[src/logic/perf_event_pkg.sv]
// Package for the instruction and trap event qualification block
// Operation
// - Cycle event counts every enabled clock, split by user/system trace bits
// - Total instruction event counts all commits including both prefix types
// - Effective instruction event counts commits without any prefix instructions
// - Load/store event counts scalar loads, stores, atomics; SIMD forms separate
// - Branch event counts committed branches, calls, jump-and-link and returns
// - Two-operand FP counts both opcode groups plus group-1 opf 16/17 hex
// - Three-operand FP counts scalar fused multiply-add/subtract and trig multiply-add
// - SIMD two- and three-operand FP events count SIMD forms of same classes
// - Prefix events per type, plus events for unpacked prefixes per type
// - All-traps event equals the sum of the individual trap events
// - Each trap category has its own separate event
// - Flow event counts each internal flow, never packed prefixes
// - Integer load and store events; stores include swap, ldstub, compare-swap
// - Scalar FP load/store events exclude SIMD and quad; SIMD events separate
// - Issue-buffer-empty event counts cycles with empty four-entry issue word
// - Execution-halt event counts halts for trap, privileged update, ordering, retry
// - Flush event counts once per mispredict pipeline flush
// - Five issue-width events count cycles issuing zero to three, or four or more, instructions
// - Decode interlock includes sync and window interlocks, no dynamic stalls
// - Memory wait: zero commit, oldest is non-store access; four sub-events
// - Execution wait takes priority over branch wait
// - Zero-commit counts cycles with no commit or only prefix commits
package perf_event_pkg;
    localparam int CNT_WIDTH    = 32;
    localparam int NUM_COUNTERS = 4;
    localparam int COMMIT_WIDTH = 4;
    localparam int INC_WIDTH    = 5;
    localparam logic [4:0] OPF_HI_A = 5'h16;
    localparam logic [4:0] OPF_HI_B = 5'h17;
    localparam logic [CNT_WIDTH-1:0] CNT_RESET = 32'h0;

    typedef logic [INC_WIDTH-1:0] inc_t;

    typedef enum logic [5:0] {
        EV_CYCLE, EV_INSN_TOTAL, EV_INSN_EFF, EV_LDST, EV_BRANCH,
        EV_FP2, EV_FP3, EV_SIMD_LDST, EV_SIMD_FP2, EV_SIMD_FP3,
        EV_PREFIX_ONE, EV_PREFIX_TWO, EV_UNPACK_ONE, EV_UNPACK_TWO,
        EV_TRAP_ALL, EV_TRAP_INT_VEC, EV_TRAP_INT_LVL, EV_TRAP_SPILL,
        EV_TRAP_FILL, EV_TRAP_INSN, EV_TRAP_IMMU, EV_TRAP_DMMU,
        EV_TRAP_SIMD_PAGE, EV_FLOW, EV_INT_LOAD, EV_INT_STORE,
        EV_FL_LOAD, EV_FL_STORE, EV_SIMD_FL_LOAD, EV_SIMD_FL_STORE,
        EV_ISSUE_EMPTY, EV_EXEC_HALT, EV_FLUSH, EV_ISSUE0, EV_ISSUE1,
        EV_ISSUE2, EV_ISSUE3, EV_ISSUE4, EV_SYNC_INTLK, EV_REGWIN_INTLK,
        EV_DECODE_INTLK, EV_MEM_WAIT, EV_MEM_WAIT_NC, EV_MEM_WAIT_INT,
        EV_MEM_WAIT_L2MISS, EV_MEM_WAIT_PFP, EV_EXEC_WAIT,
        EV_BRANCH_WAIT, EV_ZERO_COMMIT, EV_COUNT
    } event_sel_t;

    localparam int NUM_EVENTS = int'(EV_COUNT);

    typedef inc_t [NUM_EVENTS-1:0] inc_vec_t;

    typedef struct packed {
        logic       valid;
        logic       simd;
        logic       int_load;
        logic       int_store;
        logic       fl_load;
        logic       fl_store;
        logic       quad;
        logic       branch;
        logic       fpop;
        logic       impdep1;
        logic [4:0] opf_hi;
        logic       fma;
        logic [1:0] flows;
    } commit_slot_t;

    typedef struct packed {
        commit_slot_t [COMMIT_WIDTH-1:0] slot;
        logic [1:0] prefix_one_packed;
        logic [1:0] prefix_one_unpacked;
        logic [1:0] prefix_two_packed;
        logic [1:0] prefix_two_unpacked;
    } commit_grp_t;

    typedef struct packed {
        logic int_vector;
        logic int_level;
        logic spill;
        logic fill;
        logic trap_insn;
        logic immu_miss;
        logic dmmu_miss;
        logic simd_page;
    } trap_vec_t;

    typedef struct packed {
        logic is_mem;
        logic is_store;
        logic noncache;
        logic integer_op;
        logic l2_miss;
        logic pfp_busy;
        logic is_eu;
        logic is_branch;
    } oldest_t;

    typedef struct packed {
        logic [2:0] count;
        logic       iwr_empty;
        logic       sync_intlk;
        logic       regwin_intlk;
        logic       other_static_intlk;
        logic       halt_trap;
        logic       halt_priv;
        logic       halt_order;
        logic       halt_retry;
        logic       mispredict_flush_event;
    } issue_t;

    typedef struct packed {
        logic       enable;
        logic       user_trace_enable;
        logic       system_trace_enable;
        event_sel_t sel;
    } ctrl_t;
endpackage : perf_event_pkg

[src/logic/perf_counter_unit.sv]
// One selectable performance counter
`timescale 1ns/1ps
`default_nettype none
module perf_counter_unit (
    input  wire logic                                i_clk,
    input  wire logic                                i_reset,
    input  wire perf_event_pkg::ctrl_t               i_ctrl,
    input  wire logic                                i_system_mode,
    input  wire logic                                i_clear,
    input  wire perf_event_pkg::inc_vec_t            i_incs,
    output logic [perf_event_pkg::CNT_WIDTH-1:0]     o_count
);
    logic [perf_event_pkg::CNT_WIDTH-1:0] count_reg;
    logic [perf_event_pkg::CNT_WIDTH-1:0] count_next;
    logic                                 priv_ok;
    logic                                 sel_ok;

    always_comb begin
        priv_ok = i_system_mode ? i_ctrl.system_trace_enable
                                : i_ctrl.user_trace_enable;
    end

    // Unused encodings count nothing rather than index past the table
    always_comb begin
        sel_ok     = i_ctrl.sel < perf_event_pkg::EV_COUNT;
        count_next = count_reg;
        if (i_ctrl.enable && priv_ok && sel_ok) begin
            count_next = count_reg
                + perf_event_pkg::CNT_WIDTH'(i_incs[i_ctrl.sel]);
        end
    end

    always_ff @(posedge i_clk) begin
        if (i_reset || i_clear) begin
            count_reg <= perf_event_pkg::CNT_RESET;
        end else begin
            count_reg <= count_next;
        end
    end

    assign o_count = count_reg;
endmodule : perf_counter_unit
`default_nettype wire

[src/logic/perf_event_instr_trap_stats.sv]
// Event qualification and counters for instruction and trap statistics
`timescale 1ns/1ps
`default_nettype none
module perf_event_instr_trap_stats (
    input  wire logic                                   i_clk,
    input  wire logic                                   i_reset,
    input  wire logic                                   i_system_mode,
    input  wire perf_event_pkg::commit_grp_t            i_commit,
    input  wire perf_event_pkg::trap_vec_t              i_trap,
    input  wire perf_event_pkg::oldest_t                i_oldest,
    input  wire perf_event_pkg::issue_t                 i_issue,
    input  wire perf_event_pkg::ctrl_t
                [perf_event_pkg::NUM_COUNTERS-1:0]      i_ctrl,
    input  wire logic
                [perf_event_pkg::NUM_COUNTERS-1:0]      i_clear,
    output logic [perf_event_pkg::NUM_COUNTERS-1:0]
                 [perf_event_pkg::CNT_WIDTH-1:0]        o_counts
);
    localparam int CW = perf_event_pkg::COMMIT_WIDTH;

    perf_event_pkg::inc_vec_t inc;

    logic [CW-1:0] m_valid;
    logic [CW-1:0] m_ldst;
    logic [CW-1:0] m_simd_ldst;
    logic [CW-1:0] m_branch;
    logic [CW-1:0] m_fp2;
    logic [CW-1:0] m_fp3;
    logic [CW-1:0] m_simd_fp2;
    logic [CW-1:0] m_simd_fp3;
    logic [CW-1:0] m_int_load;
    logic [CW-1:0] m_int_store;
    logic [CW-1:0] m_fl_load;
    logic [CW-1:0] m_fl_store;
    logic [CW-1:0] m_simd_fl_load;
    logic [CW-1:0] m_simd_fl_store;
    perf_event_pkg::inc_t flow_sum;
    perf_event_pkg::inc_t normal_cnt;
    perf_event_pkg::inc_t prefix_one;
    perf_event_pkg::inc_t prefix_two;
    perf_event_pkg::inc_t unpack_one;
    perf_event_pkg::inc_t unpack_two;
    perf_event_pkg::inc_t trap_sum;
    logic zero_commit;
    logic mem_wait;
    logic fp2_class;

    function automatic perf_event_pkg::inc_t count_bits(
        input logic [CW-1:0] m
    );
        perf_event_pkg::inc_t s;
        s = '0;
        for (int i = 0; i < CW; i++) begin
            s = s + perf_event_pkg::inc_t'(m[i]);
        end
        return s;
    endfunction : count_bits

    // Only the commit group feeds these masks, so cancelled work never counts
    always_comb begin
        flow_sum = '0;
        for (int i = 0; i < CW; i++) begin
            perf_event_pkg::commit_slot_t s;
            s = i_commit.slot[i];
            fp2_class = s.fpop || (s.impdep1 &&
                ((s.opf_hi == perf_event_pkg::OPF_HI_A) ||
                 (s.opf_hi == perf_event_pkg::OPF_HI_B)));
            m_valid[i]  = s.valid;
            m_ldst[i]   = s.valid && !s.simd &&
                (s.int_load || s.int_store ||
                 s.fl_load || s.fl_store);
            m_simd_ldst[i] = s.valid && s.simd &&
                (s.fl_load || s.fl_store);
            m_branch[i] = s.valid && s.branch;
            m_fp2[i]      = s.valid && !s.simd && fp2_class;
            m_fp3[i]      = s.valid && !s.simd && s.fma;
            m_simd_fp2[i] = s.valid && s.simd && fp2_class;
            m_simd_fp3[i] = s.valid && s.simd && s.fma;
            m_int_load[i]  = s.valid && s.int_load;
            m_int_store[i] = s.valid && s.int_store;
            m_fl_load[i]  = s.valid && !s.simd && !s.quad &&
                s.fl_load;
            m_fl_store[i] = s.valid && !s.simd && !s.quad &&
                s.fl_store;
            m_simd_fl_load[i]  = s.valid && s.simd && s.fl_load;
            m_simd_fl_store[i] = s.valid && s.simd && s.fl_store;
            if (s.valid) begin
                flow_sum = flow_sum
                    + perf_event_pkg::inc_t'(s.flows);
            end
        end
    end

    always_comb begin
        normal_cnt = count_bits(m_valid);
        prefix_one = perf_event_pkg::inc_t'(i_commit.prefix_one_packed)
            + perf_event_pkg::inc_t'(i_commit.prefix_one_unpacked);
        prefix_two = perf_event_pkg::inc_t'(i_commit.prefix_two_packed)
            + perf_event_pkg::inc_t'(i_commit.prefix_two_unpacked);
        unpack_one =
            perf_event_pkg::inc_t'(i_commit.prefix_one_unpacked);
        unpack_two =
            perf_event_pkg::inc_t'(i_commit.prefix_two_unpacked);
        trap_sum = count_bits(i_trap[3:0])
            + count_bits(i_trap[7:4]);
        // Prefix-only cycles still count as zero commit
        zero_commit = (normal_cnt == '0);
        mem_wait = zero_commit && i_oldest.is_mem &&
            !i_oldest.is_store;
    end

    always_comb begin
        inc = '0;
        inc[perf_event_pkg::EV_CYCLE]      = 5'h01;
        inc[perf_event_pkg::EV_INSN_TOTAL] =
            normal_cnt + prefix_one + prefix_two;
        inc[perf_event_pkg::EV_INSN_EFF]   = normal_cnt;
        inc[perf_event_pkg::EV_LDST]       = count_bits(m_ldst);
        inc[perf_event_pkg::EV_SIMD_LDST]  = count_bits(m_simd_ldst);
        inc[perf_event_pkg::EV_BRANCH]     = count_bits(m_branch);
        inc[perf_event_pkg::EV_FP2]        = count_bits(m_fp2);
        inc[perf_event_pkg::EV_FP3]        = count_bits(m_fp3);
        inc[perf_event_pkg::EV_SIMD_FP2]   = count_bits(m_simd_fp2);
        inc[perf_event_pkg::EV_SIMD_FP3]   = count_bits(m_simd_fp3);
        inc[perf_event_pkg::EV_PREFIX_ONE] = prefix_one;
        inc[perf_event_pkg::EV_PREFIX_TWO] = prefix_two;
        inc[perf_event_pkg::EV_UNPACK_ONE] = unpack_one;
        inc[perf_event_pkg::EV_UNPACK_TWO] = unpack_two;
        inc[perf_event_pkg::EV_TRAP_ALL]   = trap_sum;
        inc[perf_event_pkg::EV_TRAP_INT_VEC] =
            perf_event_pkg::inc_t'(i_trap.int_vector);
        inc[perf_event_pkg::EV_TRAP_INT_LVL] =
            perf_event_pkg::inc_t'(i_trap.int_level);
        inc[perf_event_pkg::EV_TRAP_SPILL] =
            perf_event_pkg::inc_t'(i_trap.spill);
        inc[perf_event_pkg::EV_TRAP_FILL] =
            perf_event_pkg::inc_t'(i_trap.fill);
        inc[perf_event_pkg::EV_TRAP_INSN] =
            perf_event_pkg::inc_t'(i_trap.trap_insn);
        inc[perf_event_pkg::EV_TRAP_IMMU] =
            perf_event_pkg::inc_t'(i_trap.immu_miss);
        inc[perf_event_pkg::EV_TRAP_DMMU] =
            perf_event_pkg::inc_t'(i_trap.dmmu_miss);
        inc[perf_event_pkg::EV_TRAP_SIMD_PAGE] =
            perf_event_pkg::inc_t'(i_trap.simd_page);
        // Unpacked prefixes run as flows, packed ones ride along free
        inc[perf_event_pkg::EV_FLOW] = flow_sum + unpack_one
            + unpack_two;
        inc[perf_event_pkg::EV_INT_LOAD]  = count_bits(m_int_load);
        inc[perf_event_pkg::EV_INT_STORE] = count_bits(m_int_store);
        inc[perf_event_pkg::EV_FL_LOAD]   = count_bits(m_fl_load);
        inc[perf_event_pkg::EV_FL_STORE]  = count_bits(m_fl_store);
        inc[perf_event_pkg::EV_SIMD_FL_LOAD]  = count_bits(m_simd_fl_load);
        inc[perf_event_pkg::EV_SIMD_FL_STORE] = count_bits(m_simd_fl_store);
        inc[perf_event_pkg::EV_ISSUE_EMPTY] =
            perf_event_pkg::inc_t'(i_issue.iwr_empty);
        inc[perf_event_pkg::EV_EXEC_HALT] = perf_event_pkg::inc_t'(
            i_issue.halt_trap || i_issue.halt_priv ||
            i_issue.halt_order || i_issue.halt_retry);
        inc[perf_event_pkg::EV_FLUSH] = perf_event_pkg::inc_t'(
            i_issue.mispredict_flush_event);
        // Upstream counts flows and prefixes into the issue count
        inc[perf_event_pkg::EV_ISSUE0] =
            perf_event_pkg::inc_t'(i_issue.count == 3'h0);
        inc[perf_event_pkg::EV_ISSUE1] =
            perf_event_pkg::inc_t'(i_issue.count == 3'h1);
        inc[perf_event_pkg::EV_ISSUE2] =
            perf_event_pkg::inc_t'(i_issue.count == 3'h2);
        inc[perf_event_pkg::EV_ISSUE3] =
            perf_event_pkg::inc_t'(i_issue.count == 3'h3);
        inc[perf_event_pkg::EV_ISSUE4] =
            perf_event_pkg::inc_t'(i_issue.count >= 3'h4);
        inc[perf_event_pkg::EV_SYNC_INTLK] =
            perf_event_pkg::inc_t'(i_issue.sync_intlk);
        inc[perf_event_pkg::EV_REGWIN_INTLK] =
            perf_event_pkg::inc_t'(i_issue.regwin_intlk);
        // Dynamic stalls have no input here, so they cannot leak in
        inc[perf_event_pkg::EV_DECODE_INTLK] = perf_event_pkg::inc_t'(
            i_issue.sync_intlk || i_issue.regwin_intlk ||
            i_issue.other_static_intlk);
        inc[perf_event_pkg::EV_MEM_WAIT] =
            perf_event_pkg::inc_t'(mem_wait);
        inc[perf_event_pkg::EV_MEM_WAIT_NC] =
            perf_event_pkg::inc_t'(mem_wait && i_oldest.noncache);
        inc[perf_event_pkg::EV_MEM_WAIT_INT] =
            perf_event_pkg::inc_t'(mem_wait && i_oldest.integer_op);
        inc[perf_event_pkg::EV_MEM_WAIT_L2MISS] =
            perf_event_pkg::inc_t'(mem_wait && i_oldest.l2_miss);
        inc[perf_event_pkg::EV_MEM_WAIT_PFP] =
            perf_event_pkg::inc_t'(mem_wait && i_oldest.pfp_busy);
        inc[perf_event_pkg::EV_EXEC_WAIT] =
            perf_event_pkg::inc_t'(zero_commit && i_oldest.is_eu);
        inc[perf_event_pkg::EV_BRANCH_WAIT] = perf_event_pkg::inc_t'(
            zero_commit && i_oldest.is_branch && !i_oldest.is_eu);
        inc[perf_event_pkg::EV_ZERO_COMMIT] =
            perf_event_pkg::inc_t'(zero_commit);
    end

    genvar g;
    generate
        for (g = 0; g < perf_event_pkg::NUM_COUNTERS; g++) begin : g_cnt
            perf_counter_unit u_cnt (
                .i_clk         (i_clk),
                .i_reset       (i_reset),
                .i_ctrl        (i_ctrl[g]),
                .i_system_mode (i_system_mode),
                .i_clear       (i_clear[g]),
                .i_incs        (inc),
                .o_count       (o_counts[g])
            );
        end
    endgenerate

    logic c0_live;
    assign c0_live = i_ctrl[0].enable && !i_clear[0] &&
        (i_system_mode ? i_ctrl[0].system_trace_enable
                       : i_ctrl[0].user_trace_enable);
endmodule : perf_event_instr_trap_stats
`default_nettype wire

[config.mk]
export PLATFORM = sky130hd
export DESIGN_NAME = perf_event_instr_trap_stats
export DESIGN_NICKNAME = d
export VERILOG_FILES = /design/src/logic/perf_event_pkg.sv /design/src/logic/perf_counter_unit.sv /design/src/logic/perf_event_instr_trap_stats.sv
export SDC_FILE = /design/constraint.sdc
export NUM_CORES = 1
export LEC_CHECK = 0
export BUFFER_PORTS_ARGS = -buffer_cell sky130_fd_sc_hd__buf_2
export CORE_ASPECT_RATIO = 0.7
export CORE_MARGIN = 8
export CORE_UTILIZATION = 52
export DETAILED_ROUTE_END_ITERATION = 6
export GPL_ROUTABILITY_DRIVEN = 0
export PLACE_DENSITY = 0.76
export SLEW_MARGIN = 20
export SYNTH_ARGS = -nofsm -noshare
export SYNTH_HDL_FRONTEND = slang
export SYNTH_HIERARCHICAL = 1
export SYNTH_SLANG_ARGS = --single-unit
[constraint.sdc]
create_clock -name i_clk -period 9.43 [get_ports i_clk]
set_input_delay 1.886 -clock i_clk [delete_from_list [all_inputs] [get_ports i_clk]]
set_output_delay 1.886 -clock i_clk [all_outputs]
set_load 0.1 [all_outputs]
==> results.md, run 1 <==
* Sw power at 0.737 mW
* Die H at 167 um
* CTS max path bufs at 2
* Total CTS buffers at 17
* Slew HR at 26.2%
* CORE AREA at 0.0321 mm2
* First-pass GRT wire length at 86100 um
* Rows at 55
* DPL Wire Length at 41900 um
* Worst path bufs/invs at 3
* Logic pwr share at 40.1%
* Final setup violation count at 0
* H-tree Lvls at 4
* CTS tree: done
* Total GRT Usage at 27.3%
* Hold_buf cts at 0
* Slowest cell delay on critical path at 0.65 ns
* Most frequent cells in the layout: conb_1 (608), buf_2 (270), mux4_2 (180), nor2_1 (166), dfxtp_1 (128)
* Final hold violations at 0
* Initial drt markers at 1557
* Total Power at 2.08 mW
* M1 WL at 21900 um
* Share of cells above drive strength 1 at 20.7%
* Remaining Overflow, GRT at 0
* Asr flop ratio synth at 0%
* Data arrival, critical path at 9.08 ns
* Filler cells at 2666
* MaxCap Viol Count at 0
* Synth Area per Inst at 9.20 um2
* Post-synth EDFFs at 0
* P_leak at 9.62 nW
* Final max-slew violation count at 0
* Antenna-violating nets left at 0
* Area of the multi-input gates at 0.0156 mm2
* Worst path top cell family by delay: adder cells
* TNS Setup at 0 ns
* Synth top area cells: mux4_2 (24%), dfxtp_1 (15%), xor2_1 (5.2%)
* Post-CTS sizing at 0
* # IOs at 279
* Pre-CTS setup slack at 0.380 ns
* DRC Markers at 0
* RSZ-0062 raised after global routing: false
* Initial antenna violation count at 12
* Pint at 1.34 mW
* Layout Cells excl Fill at 3067
* Post-synth cell types at 52
* CP dominant cell by count: fa_1
* Sequential area share after synthesis at 15.2%
* Starting density of the core at 52.6%
* Max FFs per register at 128
* Worst-Margin Slew at 1.10 ns
* Final period util at 92.5%
* PD cells at 98.0 mW/mm2
* Cell area after synthesis at 0.0169 mm2
* Routed via count at 17200
* Peak VDD IR at 0.0869 mV
* Drt wl/cell at 17.7 um
* Clk sink count at 128
* Critical Path RT at 9.78 ns
* PortBufs at 274
* Vias in the first global route at 16600
* Routed vias/inst at 5.59
* Final Net Count at 2868
* CTS root buf: clkbuf_16
* Detailed Route WL at 54200 um
* CTS clk-pin slew, worst paths at 0.06 ns
* Max Used Layer: met5
* Top-area cell type share of the netlist area at 24.0%
* Largest net degree at the start of global routing at 61
* Fin Clk Skew at 0.0154 ns
* Met2 WL at 25100 um
* Crit Path Category: in -> reg
* Pre-Repair DR Iteration Count at 6
* Commonest non-fill, non-tap cell in the layout: conb_1
* Power share of the clock group at 33.7%
* Crit. End Element: flop
* Full die area at 0.0386 mm2
* Placed Cells at 3029
* Switching Share at 35.4%
* Layout area overhead at 25.6%
* Met3 wire length at 5920 um
* Min-delay worst type: reg -> reg
* Worst-Skew Late Latency at 0.42 ns
* Crit path launch type: input port
* Cells after synthesis at 1837
* Final worst setup slack at 0.703 ns
* Synth Flop Type: dfxtp_1
* Dominant cell type by area after synthesis: mux4_2
* Synth Warn # at 6
* Fmax at 0.115 GHz
* Status: finished clean
* Crit path max fanout at 5
* Die Wd at 231 um
* FF+latch count, synth at 128
* FF+latch area at 0.00256 mm2
* Minimum clock period at 8.73 ns
* Slowest cell on crit path: mux4_2
* Seq pwr share at 26.2%
* Post-CTS setup buffer count at 0
==> path summary, 6_finish.rpt <==
check                            start                         end  slack [ns]  cells past startpoint
max                        i_commit[8]  g_cnt[3].u_cnt/o_count[20]        0.70                     27
min          g_cnt[2].u_cnt/o_count[0]   g_cnt[2].u_cnt/o_count[0]        0.47                      2
max reg2reg  g_cnt[3].u_cnt/o_count[0]  g_cnt[3].u_cnt/o_count[20]        6.78                      9
min reg2reg  g_cnt[2].u_cnt/o_count[0]   g_cnt[2].u_cnt/o_count[0]        0.47                      2
==> cells in the mapped netlist (65+ instances only) <==
| cell | n |
|---|---|
| a211oi_1 | 88 |
| inv_1 | 117 |
| nor2_1 | 166 |
| mux4_2 | 180 |
| mux2i_1 | 84 |
| dfxtp_1 | 128 |
| nor2b_1 | 80 |
| clkbuf_1 | 65 |
| xor2_1 | 101 |
| o21ai_0 | 102 |
| a21oi_1 | 82 |
| nand2_1 | 93 |
==> final cells by class <==
type | count | share of cell area [%]
Clock inverter | 13 | 0.873
Antenna cell | 6 | 0.0708
Tap cell | 427 | 2.52
Timing Repair Buffer | 288 | 7.01
Multi-Input combinational cell | 2069 | 73.3
Sequential cell | 128 | 12.1
Clock buffer | 19 | 2.04
Inverter | 117 | 2.07
==> worst reg2reg max path, stage by stage (launching register included) <==
cell,delay (ns)
dfxtp_1,0.36
ha_1,0.23
inv_1,0.07
fa_1,0.40
nor2b_1,0.13
o21ai_0,0.11
a21boi_0,0.49
o211ai_1,0.26
or3_1,0.37
a21oi_1,0.16
==> per-stage QoR <==
step / util (%) / instance area (um2) / hold slack [ns]
final: 66.0 / 21200 / 0.473
after global routing: 66.0 / 21200 / 0.504
after CTS: 66.0 / 21200 / 0.475
after detailed placement: 64.1 / 20600 / 0.466
after global placement: 64.1 / 20600 / 0.464
after floorplan: - / 19200 / 0.893
==> power by group through the flow <==
stage	clock network [mW]	logic, mW	registers (mW)
detailed placement	0	0.793	0.557
finish	0.701	0.834	0.545
global route	0.736	0.905	0.545
CTS	0.714	0.797	0.545
floorplan	0	0.565	0.573
global placement	0	0.773	0.557
==> cell families after synthesis <==
group / Yosys count / share of synthesized area [%]
adder cells (fa/ha/maj): 96 / 8.62
other: 2 / 0.0444
AO/OA/AOI/OAI: 432 / 17.4
flip-flops: 128 / 15.2
XOR/XNOR: 110 / 5.70
AND/OR/NAND/NOR: 535 / 16.3
multiplexers: 288 / 30.6
buffers and inverters: 246 / 6.20
==> per-layer routing <==
layer | GRT usage [%] | vias up
li1 | - | 7951
met1 | 35.4 | 8279
met2 | 43.4 | 788
met3 | 8.88 | 122
met4 | 7.12 | 12
met5 | 0 | -
No activity file was read; power rests on OpenSTA's default activity.
==> run 2: changes to the inputs <==
--- a/config.mk
+++ b/config.mk
@@ -8,10 +8,11 @@
 export BUFFER_PORTS_ARGS = -buffer_cell sky130_fd_sc_hd__buf_2
 export CORE_ASPECT_RATIO = 0.7
 export CORE_MARGIN = 8
-export CORE_UTILIZATION = 52
+export CORE_UTILIZATION = 51
 export DETAILED_ROUTE_END_ITERATION = 6
 export GPL_ROUTABILITY_DRIVEN = 0
-export PLACE_DENSITY = 0.76
+export PLACE_DENSITY = 0.78
+export SETUP_SLACK_MARGIN = 0.4
 export SLEW_MARGIN = 20
 export SYNTH_ARGS = -nofsm -noshare
 export SYNTH_HDL_FRONTEND = slang
==> constraint.sdc (replaced) <==
create_clock -name i_clk -period 7.3 [get_ports i_clk]
set_input_delay 1.46 -clock i_clk [delete_from_list [all_inputs] [get_ports i_clk]]
set_output_delay 1.46 -clock i_clk [all_outputs]
set_load 0.1 [all_outputs]
==> results.md, run 2 (synthesis results as in run 1) <==
* TNS Setup at -2.55 ns
* Hold_buf cts at 0
* Routed via count at 17600
* CTS max path bufs at 2
* Die H at 168 um
* Area of the multi-input gates at 0.0164 mm2
* Worst R2R Path Depth at 6
* Peak VDD IR at 0.116 mV
* Starting density of the core at 52.0%
* Max FFs per register at 128
* PD cells at 123 mW/mm2
* Clk sink count at 128
* Final hold violations at 0
* CORE AREA at 0.0325 mm2
* Slowest cell on crit path: fa_1
* Min-delay worst type: reg -> reg
* CTS clk-pin slew, worst paths at 0.06 ns
* Crit path max fanout at 5
* Remaining Overflow, GRT at 0
* Total CTS buffers at 17
* Crit path launch type: input port
* Full die area at 0.0393 mm2
* Most frequent cells in the layout: conb_1 (608), buf_2 (268), mux4_2 (180), nor2_1 (166), dfxtp_1 (128)
* Critical Path RT at 7.65 ns
* Failing checks: negative setup slack
* # IOs at 279
* Layout area overhead at 34.2%
* Detailed Route WL at 57500 um
* CTS tree: done
* Pre-Repair DR Iteration Count at 5
* DRC Markers at 0
* Initial antenna violation count at 7
* Finished Cell Area at 0.0227 mm2
* Share of cells above drive strength 1 at 27.0%
* PortBufs at 274
* M1 WL at 22200 um
* Minimum clock period at 7.44 ns
* MaxCap Viol Count at 0
* Pre-CTS setup slack at -0.757 ns
* Antenna-violating nets left at 0
* Final setup violation count at 54
* Final Core Density at 69.8%
* DPL Wire Length at 43000 um
* Met3 wire length at 6410 um
* First-pass GRT wire length at 86800 um
* Final period util at 102%
* Final max-slew violation count at 0
* Routed vias/inst at 5.62
* Max Used Layer: met5
* Crit. End Element: flop
* Largest net degree at the start of global routing at 57
* Final Net Count at 2945
* Slew HR at 25.5%
* Data arrival, critical path at 7.79 ns
* Die Wd at 234 um
* Final worst setup slack at -0.145 ns
* Slowest cell delay on critical path at 0.49 ns
* Filler cells at 2518
* Met2 WL at 27100 um
* Fin Clk Skew at 0.0106 ns
* Fmax at 0.134 GHz
* Initial drt markers at 1791
* Crit Path Category: in -> reg
* Worst-Skew Late Latency at 0.43 ns
* WHS Path Cells at 2
* Vias in the first global route at 17100
* H-tree Lvls at 4
* Worst-Margin Slew at 1.11 ns
* Status: finished with violations
* DP Area at 0.0211 mm2
* CTS root buf: clkbuf_16
* RSZ-0062 raised after global routing: true
* Total GRT Usage at 27.4%
* Commonest non-fill, non-tap cell in the layout: conb_1
* P_leak at 10.1 nW
* Drt wl/cell at 18.3 um
* CP dominant cell by count: fa_1
* Fin Hold WS at 0.490 ns
* Rows at 55
* FF+latch area at 0.00256 mm2
run 2: path summary, 6_finish.rpt:
path                        startpoint                         end  slack [ns]
min          g_cnt[1].u_cnt/o_count[0]   g_cnt[1].u_cnt/o_count[0]        0.49
max                        i_commit[8]  g_cnt[2].u_cnt/o_count[18]       -0.14
max reg2reg  g_cnt[0].u_cnt/o_count[5]  g_cnt[0].u_cnt/o_count[28]        4.67
min reg2reg  g_cnt[1].u_cnt/o_count[0]   g_cnt[1].u_cnt/o_count[0]        0.49
run 2: worst max-delay path, delay by kind of cell:
family | cells | cell delay, ns
xor+xnor | 2 | 0.32
fa+ha+maj | 8 | 2.83
buf+inv | 5 | 0.44
compound gates | 8 | 1.00
simple gates | 4 | 0.72
mux | 3 | 1.00
run 2: what timing repair did:
action,4_1_cts,5_1_grt
resized for setup,56,89
setup endpoints to repair,116,120
pin swaps,74,96
setup buffers,16,16
gates cloned,3,3
run 2: final cells by class:
type / instances / share of cell area, %
Antenna cell: 5 / 0.0552
Clock buffer: 23 / 2.11
Clock inverter: 8 / 0.469
Inverter: 117 / 1.95
Multi-Input combinational cell: 2073 / 72.4
Sequential cell: 128 / 11.3
Tap cell: 427 / 2.36
Timing Repair Buffer: 361 / 9.40
run 2: through the flow:
step | power [mW] | cells
3_5_place_dp | 1.79 | 3068
5_1_grt | 2.92 | 3139
3_3_place_gp | 1.76 | 3068
2_1_floorplan | 1.49 | 2443
6_report | 2.78 | 3142
4_1_cts | 2.67 | 3118
run 2: where the power goes:
group / switching, mW / internal [mW] / leakage, nW
clock: 0.329 / 0.529 / 0.279
sequential: 0.00370 / 0.702 / 1.03
combinational: 0.666 / 0.553 / 8.81
run 2: per-layer routing:
layer,track usage (%),vias up
met2,45.1,899
met5,0,-
li1,-,8108
met3,8.45,156
met1,34.1,8478
met4,8.41,8
